[src/logic/fsl_pkg.sv]
package fsl_pkg;
  // register byte addresses on the avalon-mm slave
  localparam logic [7:0] CTRL_ADDR  = 8'h00;
  localparam logic [7:0] SETP_ADDR  = 8'h04;
  localparam logic [7:0] OPDLY_ADDR = 8'h08;
  localparam logic [7:0] RLDLY_ADDR = 8'h0C;
  localparam logic [7:0] STAT_ADDR  = 8'h10;
  localparam logic [7:0] RATIO_ADDR = 8'h14;
  localparam logic [7:0] TREM_ADDR  = 8'h18;
  localparam logic [7:0] EXPT_ADDR  = 8'h1C;
  localparam logic [7:0] CNTS_ADDR  = 8'h20;
  localparam logic [7:0] CNTT_ADDR  = 8'h24;
  localparam logic [7:0] CNTB_ADDR  = 8'h28;
  localparam logic [7:0] RSEL_ADDR  = 8'h2C;
  localparam logic [7:0] RTS_ADDR   = 8'h30;
  localparam logic [7:0] RINF_ADDR  = 8'h34;
  localparam logic [7:0] RPRE_ADDR  = 8'h38;
  localparam logic [7:0] RFLT_ADDR  = 8'h3C;
  // control field positions
  localparam int CTL_EN     = 0;
  localparam int CTL_UNDER  = 1;
  localparam int CTL_FEN    = 2;
  localparam int CTL_FVAL   = 3;
  localparam int CTL_LN     = 5;
  localparam int CTL_LNALW  = 8;
  localparam int CTL_EVSEL  = 9;
  localparam int CTL_CLR    = 31;
  // reset values
  localparam logic [14:0] CTRL_RST  = 15'h7E00;
  localparam logic [16:0] SETP_RST  = 17'h0C738;
  localparam logic [18:0] OPDLY_RST = 19'h00014;
  localparam logic [18:0] RLDLY_RST = 19'h00000;
  // timing: one program cycle is the 5 ms time step
  localparam longint CYCLE_NS   = 5000000;
  localparam longint MCLK_NS    = 50;
  localparam int     CYCLE_CLKS = int'(CYCLE_NS / MCLK_NS);
  localparam int     PRE_MS     = 20;
  localparam int     PRE_DEPTH  = (PRE_MS * 1000000) / int'(CYCLE_NS);
  localparam logic [16:0] HYST_MHZ = 17'h00014;
  localparam int     REC_DEPTH  = 12;
  localparam logic [14:0] RATIO_MAX = 15'h4E20;
  localparam logic [26:0] RATIO_SCALE = 27'h00003E8;
  localparam logic [4:0]  DIV_STEPS = 5'h1B;
  // reported condition and node behaviour codes
  localparam logic [1:0] COND_NORMAL = 2'h0;
  localparam logic [1:0] COND_START  = 2'h1;
  localparam logic [1:0] COND_TRIP   = 2'h2;
  localparam logic [1:0] COND_BLK    = 2'h3;
  localparam logic [2:0] LN_ON       = 3'h0;
  localparam logic [2:0] LN_BLOCKED  = 3'h1;
  localparam logic [2:0] LN_TEST     = 3'h2;
  localparam logic [2:0] LN_TESTBLK  = 3'h3;
  localparam logic [2:0] LN_OFF      = 3'h4;
  typedef enum logic [3:0] {
    FSL_NORMAL = 4'h1,
    FSL_START  = 4'h2,
    FSL_TRIP   = 4'h4,
    FSL_BLKD   = 4'h8
  } fsl_state_type;
endpackage : fsl_pkg

[src/logic/fsl_freq_stage_unit.sv]
// Decided for this implementation: the address map and the Avalon-MM slave port.
`timescale 1ns/10ps
`default_nettype none
module fsl_freq_stage_unit
  import fsl_pkg::*;
#(
  parameter int CYCLE_CNT = CYCLE_CLKS
) (
  input  wire logic        mclk_in,
  input  wire logic        rst_b_in,
  input  wire logic [7:0]  address_in,
  input  wire logic        read_in,
  input  wire logic        write_in,
  input  wire logic [31:0] writedata_in,
  output logic [31:0]      readdata_out,
  output logic             waitrequest_out,
  input  wire logic        block_in,
  input  wire logic [23:0] freq_in,
  input  wire logic [31:0] time_ms_in,
  input  wire logic [2:0]  set_group_in,
  output logic             start_out,
  output logic             trip_out,
  output logic             blocked_out,
  output logic             ev_valid_out,
  output logic [2:0]       ev_code_out,
  output logic [31:0]      ev_time_out
);
  logic [14:0]   ctrl;
  logic [16:0]   setp;
  logic [18:0]   opdly;
  logic [18:0]   rldly;
  logic [3:0]    rsel;
  logic [31:0]   tick_cnt;
  logic          tick;
  logic          blk_s;
  logic          pick;
  fsl_state_type state;
  logic [18:0]   op_tmr;
  logic [18:0]   rel_tmr;
  logic          rel_run;
  logic [2:0]    flags;
  logic [5:0]    pend;
  logic [31:0]   pend_ts;
  logic [31:0]   cnt [3];
  logic [23:0]   pre_line [PRE_DEPTH];
  logic [31:0]   rec_ts [REC_DEPTH];
  logic [2:0]    rec_ev [REC_DEPTH];
  logic [3:0]    rec_grp [REC_DEPTH];
  logic [23:0]   rec_pre [REC_DEPTH];
  logic [23:0]   rec_flt [REC_DEPTH];
  logic [3:0]    wptr;
  logic [3:0]    rcount;
  logic [26:0]   div_rem;
  logic [26:0]   div_quo;
  logic [4:0]    div_step;
  logic [14:0]   ratio;
  logic          acc;
  logic          wr_go;
  logic          clr_go;
  logic          blk_eff;
  logic          live;
  logic [2:0]    next_flags;
  logic [5:0]    chg;
  logic [27:0]   div_try;
  logic [16:0]   hi_lim;
  logic [16:0]   lo_lim;

  assign acc    = (read_in | write_in) & ~waitrequest_out;
  assign wr_go  = write_in & ~waitrequest_out;
  assign clr_go = wr_go & (address_in == CTRL_ADDR) & writedata_in[CTL_CLR];
  // node mode: blocked variants force the block, off stops the stage
  assign blk_eff = blk_s | (ctrl[CTL_LN+:3] == LN_BLOCKED) | (ctrl[CTL_LN+:3] == LN_TESTBLK);
  assign live    = ctrl[CTL_EN] & (ctrl[CTL_LN+:3] != LN_OFF);
  assign hi_lim  = setp + HYST_MHZ;
  assign lo_lim  = setp - HYST_MHZ;

  // one wait state on every access keeps read data registered
  always_ff @(posedge mclk_in or negedge rst_b_in) begin
    if (!rst_b_in) begin
      waitrequest_out <= 1'b1;
    end else begin
      waitrequest_out <= ~((read_in | write_in) & waitrequest_out);
    end
  end

  // software registers; clear bit is a write-only pulse
  always_ff @(posedge mclk_in or negedge rst_b_in) begin
    if (!rst_b_in) begin
      ctrl  <= CTRL_RST;
      setp  <= SETP_RST;
      opdly <= OPDLY_RST;
      rldly <= RLDLY_RST;
      rsel  <= 4'h0;
    end else if (wr_go) begin
      case (address_in)
        CTRL_ADDR:  ctrl  <= writedata_in[14:0];
        SETP_ADDR:  setp  <= writedata_in[16:0];
        OPDLY_ADDR: opdly <= writedata_in[18:0];
        RLDLY_ADDR: rldly <= writedata_in[18:0];
        RSEL_ADDR:  rsel  <= writedata_in[3:0];
        default:    rsel  <= rsel;
      endcase
    end
  end

  // program cycle strobe, one clock every 5 ms
  always_ff @(posedge mclk_in or negedge rst_b_in) begin
    if (!rst_b_in) begin
      tick_cnt <= 32'h0;
      tick     <= 1'b0;
    end else begin
      tick     <= (tick_cnt == 32'(CYCLE_CNT - 1));
      tick_cnt <= (tick_cnt == 32'(CYCLE_CNT - 1)) ? 32'h0 : tick_cnt + 32'h1;
    end
  end

  // block and pick-up are judged once per cycle and held
  always_ff @(posedge mclk_in or negedge rst_b_in) begin
    if (!rst_b_in) begin
      blk_s <= 1'b0;
      pick  <= 1'b0;
    end else if (tick) begin
      blk_s <= block_in;
      if (ctrl[CTL_UNDER]) begin
        pick <= pick ? (freq_in < 24'(hi_lim)) : (freq_in < 24'(setp));
      end else begin
        pick <= pick ? (freq_in > 24'(lo_lim)) : (freq_in > 24'(setp));
      end
    end
  end

  // stage sequencer; pick and blk_s were latched on the previous tick
  always_ff @(posedge mclk_in or negedge rst_b_in) begin
    if (!rst_b_in) begin
      state   <= FSL_NORMAL;
      op_tmr  <= 19'h0;
      rel_tmr <= 19'h0;
      rel_run <= 1'b0;
    end else if (tick) begin
      case (state)
        FSL_NORMAL: begin
          if (live && pick && blk_eff) begin
            state <= FSL_BLKD;
          end else if (live && pick) begin
            state   <= FSL_START;
            rel_run <= 1'b0;
            op_tmr  <= rel_run ? op_tmr : 19'h0;
          end else if (rel_run) begin
            rel_tmr <= rel_tmr + 19'h1;
            if (rel_tmr + 19'h1 >= rldly) begin
              rel_run <= 1'b0;
              op_tmr  <= 19'h0;
            end
          end
        end
        FSL_START: begin
          if (!live || !pick || blk_eff) begin
            state   <= FSL_NORMAL;
            rel_run <= 1'b1;
            rel_tmr <= 19'h0;
          end else if (op_tmr + 19'h1 >= opdly) begin
            state  <= FSL_TRIP;
            op_tmr <= opdly;
          end else begin
            op_tmr <= op_tmr + 19'h1;
          end
        end
        FSL_TRIP: begin
          if (!live || !pick || blk_eff) begin
            state   <= FSL_NORMAL;
            rel_run <= 1'b1;
            rel_tmr <= 19'h0;
          end
        end
        FSL_BLKD: begin
          if (!live || !pick || !blk_eff) begin
            state <= FSL_NORMAL;
          end
        end
        default: state <= FSL_NORMAL;
      endcase
    end
  end

  // reported flags {blocked, trip, start}; force overrides the sequencer
  always_comb begin
    next_flags = {state == FSL_BLKD, state == FSL_TRIP, state == FSL_START};
    if (ctrl[CTL_FEN]) begin
      case (ctrl[CTL_FVAL+:2])
        COND_START: next_flags = 3'h1;
        COND_TRIP:  next_flags = 3'h2;
        COND_BLK:   next_flags = 3'h4;
        default:    next_flags = 3'h0;
      endcase
    end
    chg = {flags[2] & ~next_flags[2], ~flags[2] & next_flags[2],
           flags[1] & ~next_flags[1], ~flags[1] & next_flags[1],
           flags[0] & ~next_flags[0], ~flags[0] & next_flags[0]}; // bit n is event code n
  end

  // outputs drive relays and user logic directly
  always_ff @(posedge mclk_in or negedge rst_b_in) begin
    if (!rst_b_in) begin
      flags       <= 3'h0;
      start_out   <= 1'b0;
      trip_out    <= 1'b0;
      blocked_out <= 1'b0;
    end else begin
      flags       <= next_flags;
      start_out   <= next_flags[0];
      trip_out    <= next_flags[1];
      blocked_out <= next_flags[2];
    end
  end

  // several edges can coincide; they queue and leave one per clock
  always_ff @(posedge mclk_in or negedge rst_b_in) begin
    if (!rst_b_in) begin
      pend         <= 6'h0;
      pend_ts      <= 32'h0;
      ev_valid_out <= 1'b0;
      ev_code_out  <= 3'h0;
      ev_time_out  <= 32'h0;
    end else begin
      ev_valid_out <= 1'b0;
      if (|(chg & ctrl[CTL_EVSEL+:6])) begin
        pend    <= pend | (chg & ctrl[CTL_EVSEL+:6]);
        pend_ts <= time_ms_in;
      end else if (|pend) begin
        for (int i = 5; i >= 0; i--) begin
          if (pend[i]) begin
            ev_code_out <= 3'(i);
          end
        end
        pend         <= pend & (pend - 6'h1);
        ev_valid_out <= 1'b1;
        ev_time_out  <= pend_ts;
      end
    end
  end

  // counters: an event in the clear cycle still counts once
  generate
    for (genvar g = 0; g < 3; g++) begin : g_cnt
      always_ff @(posedge mclk_in or negedge rst_b_in) begin
        if (!rst_b_in) begin
          cnt[g] <= 32'h0;
        end else if (~flags[g] & next_flags[g]) begin
          cnt[g] <= clr_go ? 32'h1 : cnt[g] + 32'h1;
        end else if (clr_go) begin
          cnt[g] <= 32'h0;
        end
      end
    end
  endgenerate

  // pre-trigger delay line, one frequency sample per program cycle
  always_ff @(posedge mclk_in or negedge rst_b_in) begin
    if (!rst_b_in) begin
      for (int i = 0; i < PRE_DEPTH; i++) begin
        pre_line[i] <= 24'h0;
      end
    end else if (tick) begin
      pre_line[0] <= freq_in;
      for (int i = 1; i < PRE_DEPTH; i++) begin
        pre_line[i] <= pre_line[i-1];
      end
    end
  end

  // operation ring: start on or trip on writes a record
  always_ff @(posedge mclk_in or negedge rst_b_in) begin
    if (!rst_b_in) begin
      wptr   <= 4'h0;
      rcount <= 4'h0;
      for (int i = 0; i < REC_DEPTH; i++) begin
        rec_ts[i]  <= 32'h0;
        rec_ev[i]  <= 3'h0;
        rec_grp[i] <= 4'h0;
        rec_pre[i] <= 24'h0;
        rec_flt[i] <= 24'h0;
      end
    end else if (chg[0] | chg[2]) begin
      rec_ts[wptr]  <= time_ms_in;
      rec_ev[wptr]  <= chg[2] ? 3'h2 : 3'h0;
      rec_grp[wptr] <= {1'b0, set_group_in} + 4'h1;
      rec_pre[wptr] <= pre_line[PRE_DEPTH-1];
      rec_flt[wptr] <= freq_in;
      wptr   <= (wptr == 4'(REC_DEPTH - 1)) ? 4'h0 : wptr + 4'h1;
      rcount <= (rcount == 4'(REC_DEPTH)) ? rcount : rcount + 4'h1;
    end
  end

  // sequential divider: ratio = freq * 1000 / setting; a tick restarts it only once idle,
  // so short program cycles still let it finish
  assign div_try = {div_rem, div_quo[26]} - {11'h0, setp};
  always_ff @(posedge mclk_in or negedge rst_b_in) begin
    if (!rst_b_in) begin
      div_rem  <= 27'h0;
      div_quo  <= 27'h0;
      div_step <= 5'h0;
      ratio    <= 15'h0;
    end else if (tick && div_step == 5'h0) begin
      div_rem  <= 27'h0;
      div_quo  <= 27'(freq_in * RATIO_SCALE);
      div_step <= DIV_STEPS;
    end else if (div_step != 5'h0) begin
      div_step <= div_step - 5'h1;
      if (!div_try[27]) begin
        div_rem <= div_try[26:0];
        div_quo <= {div_quo[25:0], 1'b1};
      end else begin
        div_rem <= {div_rem[25:0], div_quo[26]};
        div_quo <= {div_quo[25:0], 1'b0};
      end
      if (div_step == 5'h1) begin
        ratio <= (setp == 17'h0 || {div_quo[25:0], ~div_try[27]} >= 27'(RATIO_MAX))
                 ? RATIO_MAX : 15'({div_quo[25:0], ~div_try[27]});
      end
    end
  end

  // read mux; unmapped addresses read as zero
  always_ff @(posedge mclk_in or negedge rst_b_in) begin
    if (!rst_b_in) begin
      readdata_out <= 32'h0;
    end else if (read_in && waitrequest_out) begin
      case (address_in)
        CTRL_ADDR:  readdata_out <= {17'h0, ctrl};
        SETP_ADDR:  readdata_out <= {15'h0, setp};
        OPDLY_ADDR: readdata_out <= {13'h0, opdly};
        RLDLY_ADDR: readdata_out <= {13'h0, rldly};
        STAT_ADDR:  readdata_out <= {25'h0, pick, 1'b0,
                                     ctrl[CTL_LNALW] ? ctrl[CTL_LN+:3] : LN_ON,
                                     flags[2] ? COND_BLK : flags[1] ? COND_TRIP
                                     : flags[0] ? COND_START : COND_NORMAL};
        RATIO_ADDR: readdata_out <= {17'h0, ratio};
        TREM_ADDR:  readdata_out <= flags[0] ? 32'(signed'({1'b0, opdly - op_tmr}))
                                    : 32'h0;
        EXPT_ADDR:  readdata_out <= {13'h0, opdly};
        CNTS_ADDR:  readdata_out <= cnt[0];
        CNTT_ADDR:  readdata_out <= cnt[1];
        CNTB_ADDR:  readdata_out <= cnt[2];
        RSEL_ADDR:  readdata_out <= {16'h0, rcount, wptr, 4'h0, rsel};
        RTS_ADDR:   readdata_out <= (rsel < 4'(REC_DEPTH)) ? rec_ts[rsel] : 32'h0;
        RINF_ADDR:  readdata_out <= (rsel < 4'(REC_DEPTH))
                                    ? {24'h0, rec_grp[rsel], 1'b0, rec_ev[rsel]} : 32'h0;
        RPRE_ADDR:  readdata_out <= (rsel < 4'(REC_DEPTH)) ? {8'h0, rec_pre[rsel]} : 32'h0;
        RFLT_ADDR:  readdata_out <= (rsel < 4'(REC_DEPTH)) ? {8'h0, rec_flt[rsel]} : 32'h0;
        default:    readdata_out <= 32'h0;
      endcase
    end
  end
endmodule : fsl_freq_stage_unit
`default_nettype wire

[config.mk]
export PLATFORM = sky130hd
export DESIGN_NAME = fsl_freq_stage_unit
export DESIGN_NICKNAME = d
export VERILOG_FILES = /design/src/logic/fsl_pkg.sv /design/src/logic/fsl_freq_stage_unit.sv
export SDC_FILE = /design/constraint.sdc
export NUM_CORES = 2
export LEC_CHECK = 0
export BUFFER_PORTS_ARGS = -buffer_cell sky130_fd_sc_hd__buf_2
export CAP_MARGIN = 15
export CORE_ASPECT_RATIO = 0.5
export CORE_MARGIN = 2
export CORE_UTILIZATION = 51
export CTS_BUF_LIST = sky130_fd_sc_hd__clkbuf_8
export DETAILED_ROUTE_END_ITERATION = 12
export PLACE_DENSITY = 0.67
export SLEW_MARGIN = 20
export SYNTH_ARGS = -nofsm -noshare
export SYNTH_HDL_FRONTEND = slang
export SYNTH_SLANG_ARGS = --single-unit
[constraint.sdc]
create_clock -name mclk_in -period 8.05 [get_ports mclk_in]
set_input_delay 2.415 -clock mclk_in [delete_from_list [all_inputs] [get_ports mclk_in]]
set_output_delay 2.415 -clock mclk_in [all_outputs]
set_load 0.02 [all_outputs]
==> impl_metrics.tcl <==
set metrics [dict create \
    synth_top_area_cell "dfrtp_1" \
    yosys_warnings 0 \
    total_power_mw 16.9 \
    setup_slack_ns 1.36 \
    cts_resized 0 \
    finalCoreUtilization 0.564 \
    startpoint "freq_in[7]" \
    post_drt_wl_per_cell_um 24.7 \
    min_period_ns 6.69 \
    hold_class "flop to flop" \
    cp.required_ns 8.80 \
    min_path_cells 2 \
    stdcell_count 9167 \
    clk_pin_slew_ns 0.07 \
    remaining_drc_errors 0 \
    finalCritPeriodShare 0.831 \
    power.internal_mw 12.4 \
    r2r_setup_slack_ns 3.05 \
    setup_tns_ns 0 \
    start_util 0.516 \
    p_seq_frac 0.475 \
    yosysSeqAreaShare 0.506 \
    synth_top_area_frac 0.500 \
    routed_wl_mm 226 \
    hold_viol_final 0 \
    postRouteAntennaNets 0 \
    holdBufCountCts 0 \
    power.density_nw_per_um2 200 \
    grtUsageMet3 0.0879 \
    reg2reg_to "rec_pre[149]" \
    worst_hold_slack_ns 0.450 \
    io_buffers 163 \
    syn_avg_cell_area_um2 11.1 \
    layout.nets 7352 \
    grt_max_degree 175 \
    status "finished, final reports clean" \
    root_buffer "clkbuf_8" \
    design.core.area_um2 149000 \
    p_clk_frac 0.406 \
    combPwrFrac 0.120 \
    clk_latency_ns 0.95 \
    drt-initial-drc-count 6182 \
    rsz0062_at_grt "no" \
    async_reset_ff_frac 1.00 \
    place.gp.congestion 0.946 \
    grtUsageTotal 0.295 \
    crit_path_max_fanout 16 \
    maxCapViolations 0 \
    pre_cts_slack_ns 0.502 \
    worstHoldEndpoint "ev_time_out[16]" \
    htree_levels 4 \
    most-common-layout-cells "1533 x dfrtp_1, 1531 x nand2_1, 626 x mux2_2" \
    met2_usage 0.420 \
    min_from "pend_ts[16]" \
    cts_buffers 228 \
    grt_first_pass_wirelength_mm 345 \
    drive_above_1_share 0.220 \
    path_class "input port to flop" \
    cts_tree "done" \
    p_sw_frac 0.267 \
    synthesis.area_um2 77000 \
    syn-num-nets 7326 \
    busiest_layer "met1" \
    arrival_ns 7.45 \
    die_width_um 554 \
    area_delta_synth_final_pct 9.46 \
    p_sw_mw 4.50 \
    ys_types 93 \
    irDropWorstVdd_mv 0.152 \
    vias 55400 \
    synth-seq-cells 1556 \
    post-cts-setup-buffer-count 0 \
    grt_pass1_vias 54200 \
    cts_sinks 1556 \
    fp-row-count 100 \
    viasPerCell 6.04 \
    synth_edf_count 0 \
    dp_hpwl_mm 145 \
    leakagePower_nw 38.2 \
    drt_first_pass_iters 9 \
    finalSetupViolations 0 \
    ys_dominant_reg_cell "dfrtp_1" \
    use_met1 0.438 \
    cts_buffer_depth 4 \
    ff2ff_path_depth 10 \
    fp.dieH_um 279 \
    start_kind "input port" \
    endpoint_kind "flop" \
    worstMarginPinSlew_ns 1.20 \
    slew_viol_final 0 \
    overflow 0 \
    grt_antenna_before_repair 15 \
    design_area_um2 84300 \
    syn_inst 6963 \
    dieArea_um2 154000 \
    place_area_um2 79400 \
    clock.fmax_ghz 0.149 \
    maxSlewHeadroom 0.199 \
    fin_skew_ns 0.0871 \
    final_common_cell "dfrtp_1" \
    r2r_start "state[0]" \
    io-pin-count 176 \
    numPlacedInstances 8746 \
    synth.area.top_cells "dfrtp_1 50%, mux2_2 9.2%, nand2_1 7.5%" \
]
## how the worst max path moves through the flow
stage	end	slack, ns	cells after the start
CTS	div_quo[26]	1.41	18
floorplan	div_quo[26]	1.02	18
finish	div_quo[26]	1.36	18
detailed placement	div_quo[26]	0.50	18
global placement	div_quo[26]	0.60	18
global route	div_quo[26]	1.13	18
## area by class of cell
type,instances,area [µm²]
diodes,4,10.0
clock buffers,303,4170
clock inverters,112,699
fillers,12600,65100
inverters,233,875
multi-input cells,4709,35400
flip-flops and latches,1556,39000
well taps,1989,2490
repair buffers,261,1720
## sequential cells by signal (all words and copies together) (netlist names), 17 cells and up
register / count
cnt: 96
div_quo: 27
div_rem: 27
ev_time_out: 32
op_tmr: 19
opdly: 19
pend_ts: 32
pre_line: 96
readdata_out: 32
rec_flt: 288
rec_grp: 48
rec_pre: 288
rec_ts: 384
rel_tmr: 19
rldly: 19
setp: 17
tick_cnt: 32
## power by group through the flow
stage / clock network [mW] / registers (mW) / logic [mW]
floorplan: 0 / 8.12 / 1.44
global placement: 0 / 8.15 / 2.00
global route: 7.29 / 8.02 / 2.28
CTS: 6.91 / 8.01 / 2.02
detailed placement: 0 / 8.15 / 2.01
finish: 6.84 / 8.01 / 2.02
## cells by family (layout without fill, tap and decap cells)
logic type	count (synthesis)	in the layout	share of synthesized area
compound gates	1062	1062	0.0833
xor+xnor	238	238	0.0273
fa+ha+maj	259	259	0.0492
buf+inv	698	909	0.0371
flops	1556	1556	0.506
mux	976	976	0.178
other cells	0	4	0
simple gates	2174	2174	0.119
## synthesized netlist by cell type, types with 8 or more instances
| master | count |
|---|---|
| o22ai_1 | 35 |
| mux2_2 | 626 |
| nor2_1 | 239 |
| ha_1 | 186 |
| and2_1 | 10 |
| a21oi_1 | 203 |
| o31ai_1 | 23 |
| nor4_1 | 21 |
| buf_6 | 8 |
| dfrtp_1 | 1538 |
| a22o_1 | 55 |
| a22oi_1 | 58 |
| o211ai_1 | 8 |
| a221oi_1 | 13 |
| nand2b_1 | 18 |
| buf_2 | 85 |
| a222oi_1 | 23 |
| a31oi_1 | 20 |
| buf_1 | 34 |
| o21a_1 | 16 |
| clkbuf_1 | 320 |
| o21ai_0 | 494 |
| mux4_2 | 255 |
| and3_1 | 43 |
| a211oi_1 | 12 |
| mux2i_1 | 90 |
| nand2_1 | 1543 |
| inv_1 | 231 |
| nand3_1 | 109 |
| a21o_1 | 26 |
| xnor2_1 | 137 |
| o221ai_1 | 9 |
| fa_1 | 73 |
| xor2_1 | 100 |
| buf_4 | 18 |
| and4_1 | 15 |
| or3_1 | 21 |
| dfstp_2 | 18 |
| nand4_1 | 44 |
| nor2b_1 | 21 |
| nor3_1 | 36 |
## worst max-delay path: stages
cell and delay, ns:
buf_2 0.17, inv_1 0.51, fa_1 0.55, fa_1 0.55, fa_1 0.45, fa_1 0.52
inv_1 0.05, ha_1 0.35, a211oi_1 0.24, nor2_1 0.09, nor4_1 0.20, o22ai_1 0.17
o31a_1 0.30, a31oi_1 0.29, o21ai_0 0.17, xnor2_1 0.18, a21oi_1 0.08, a21o_1 0.17
## per-layer routing
metal | vias up | share of wire
met3 | 442 | 0.11
met2 | 2392 | 0.42
met1 | 28300 | 0.44
li1 | 24300 | -
met5 | - | 0.00039
met4 | 14 | 0.028
(Power assumes the default switching activity.)
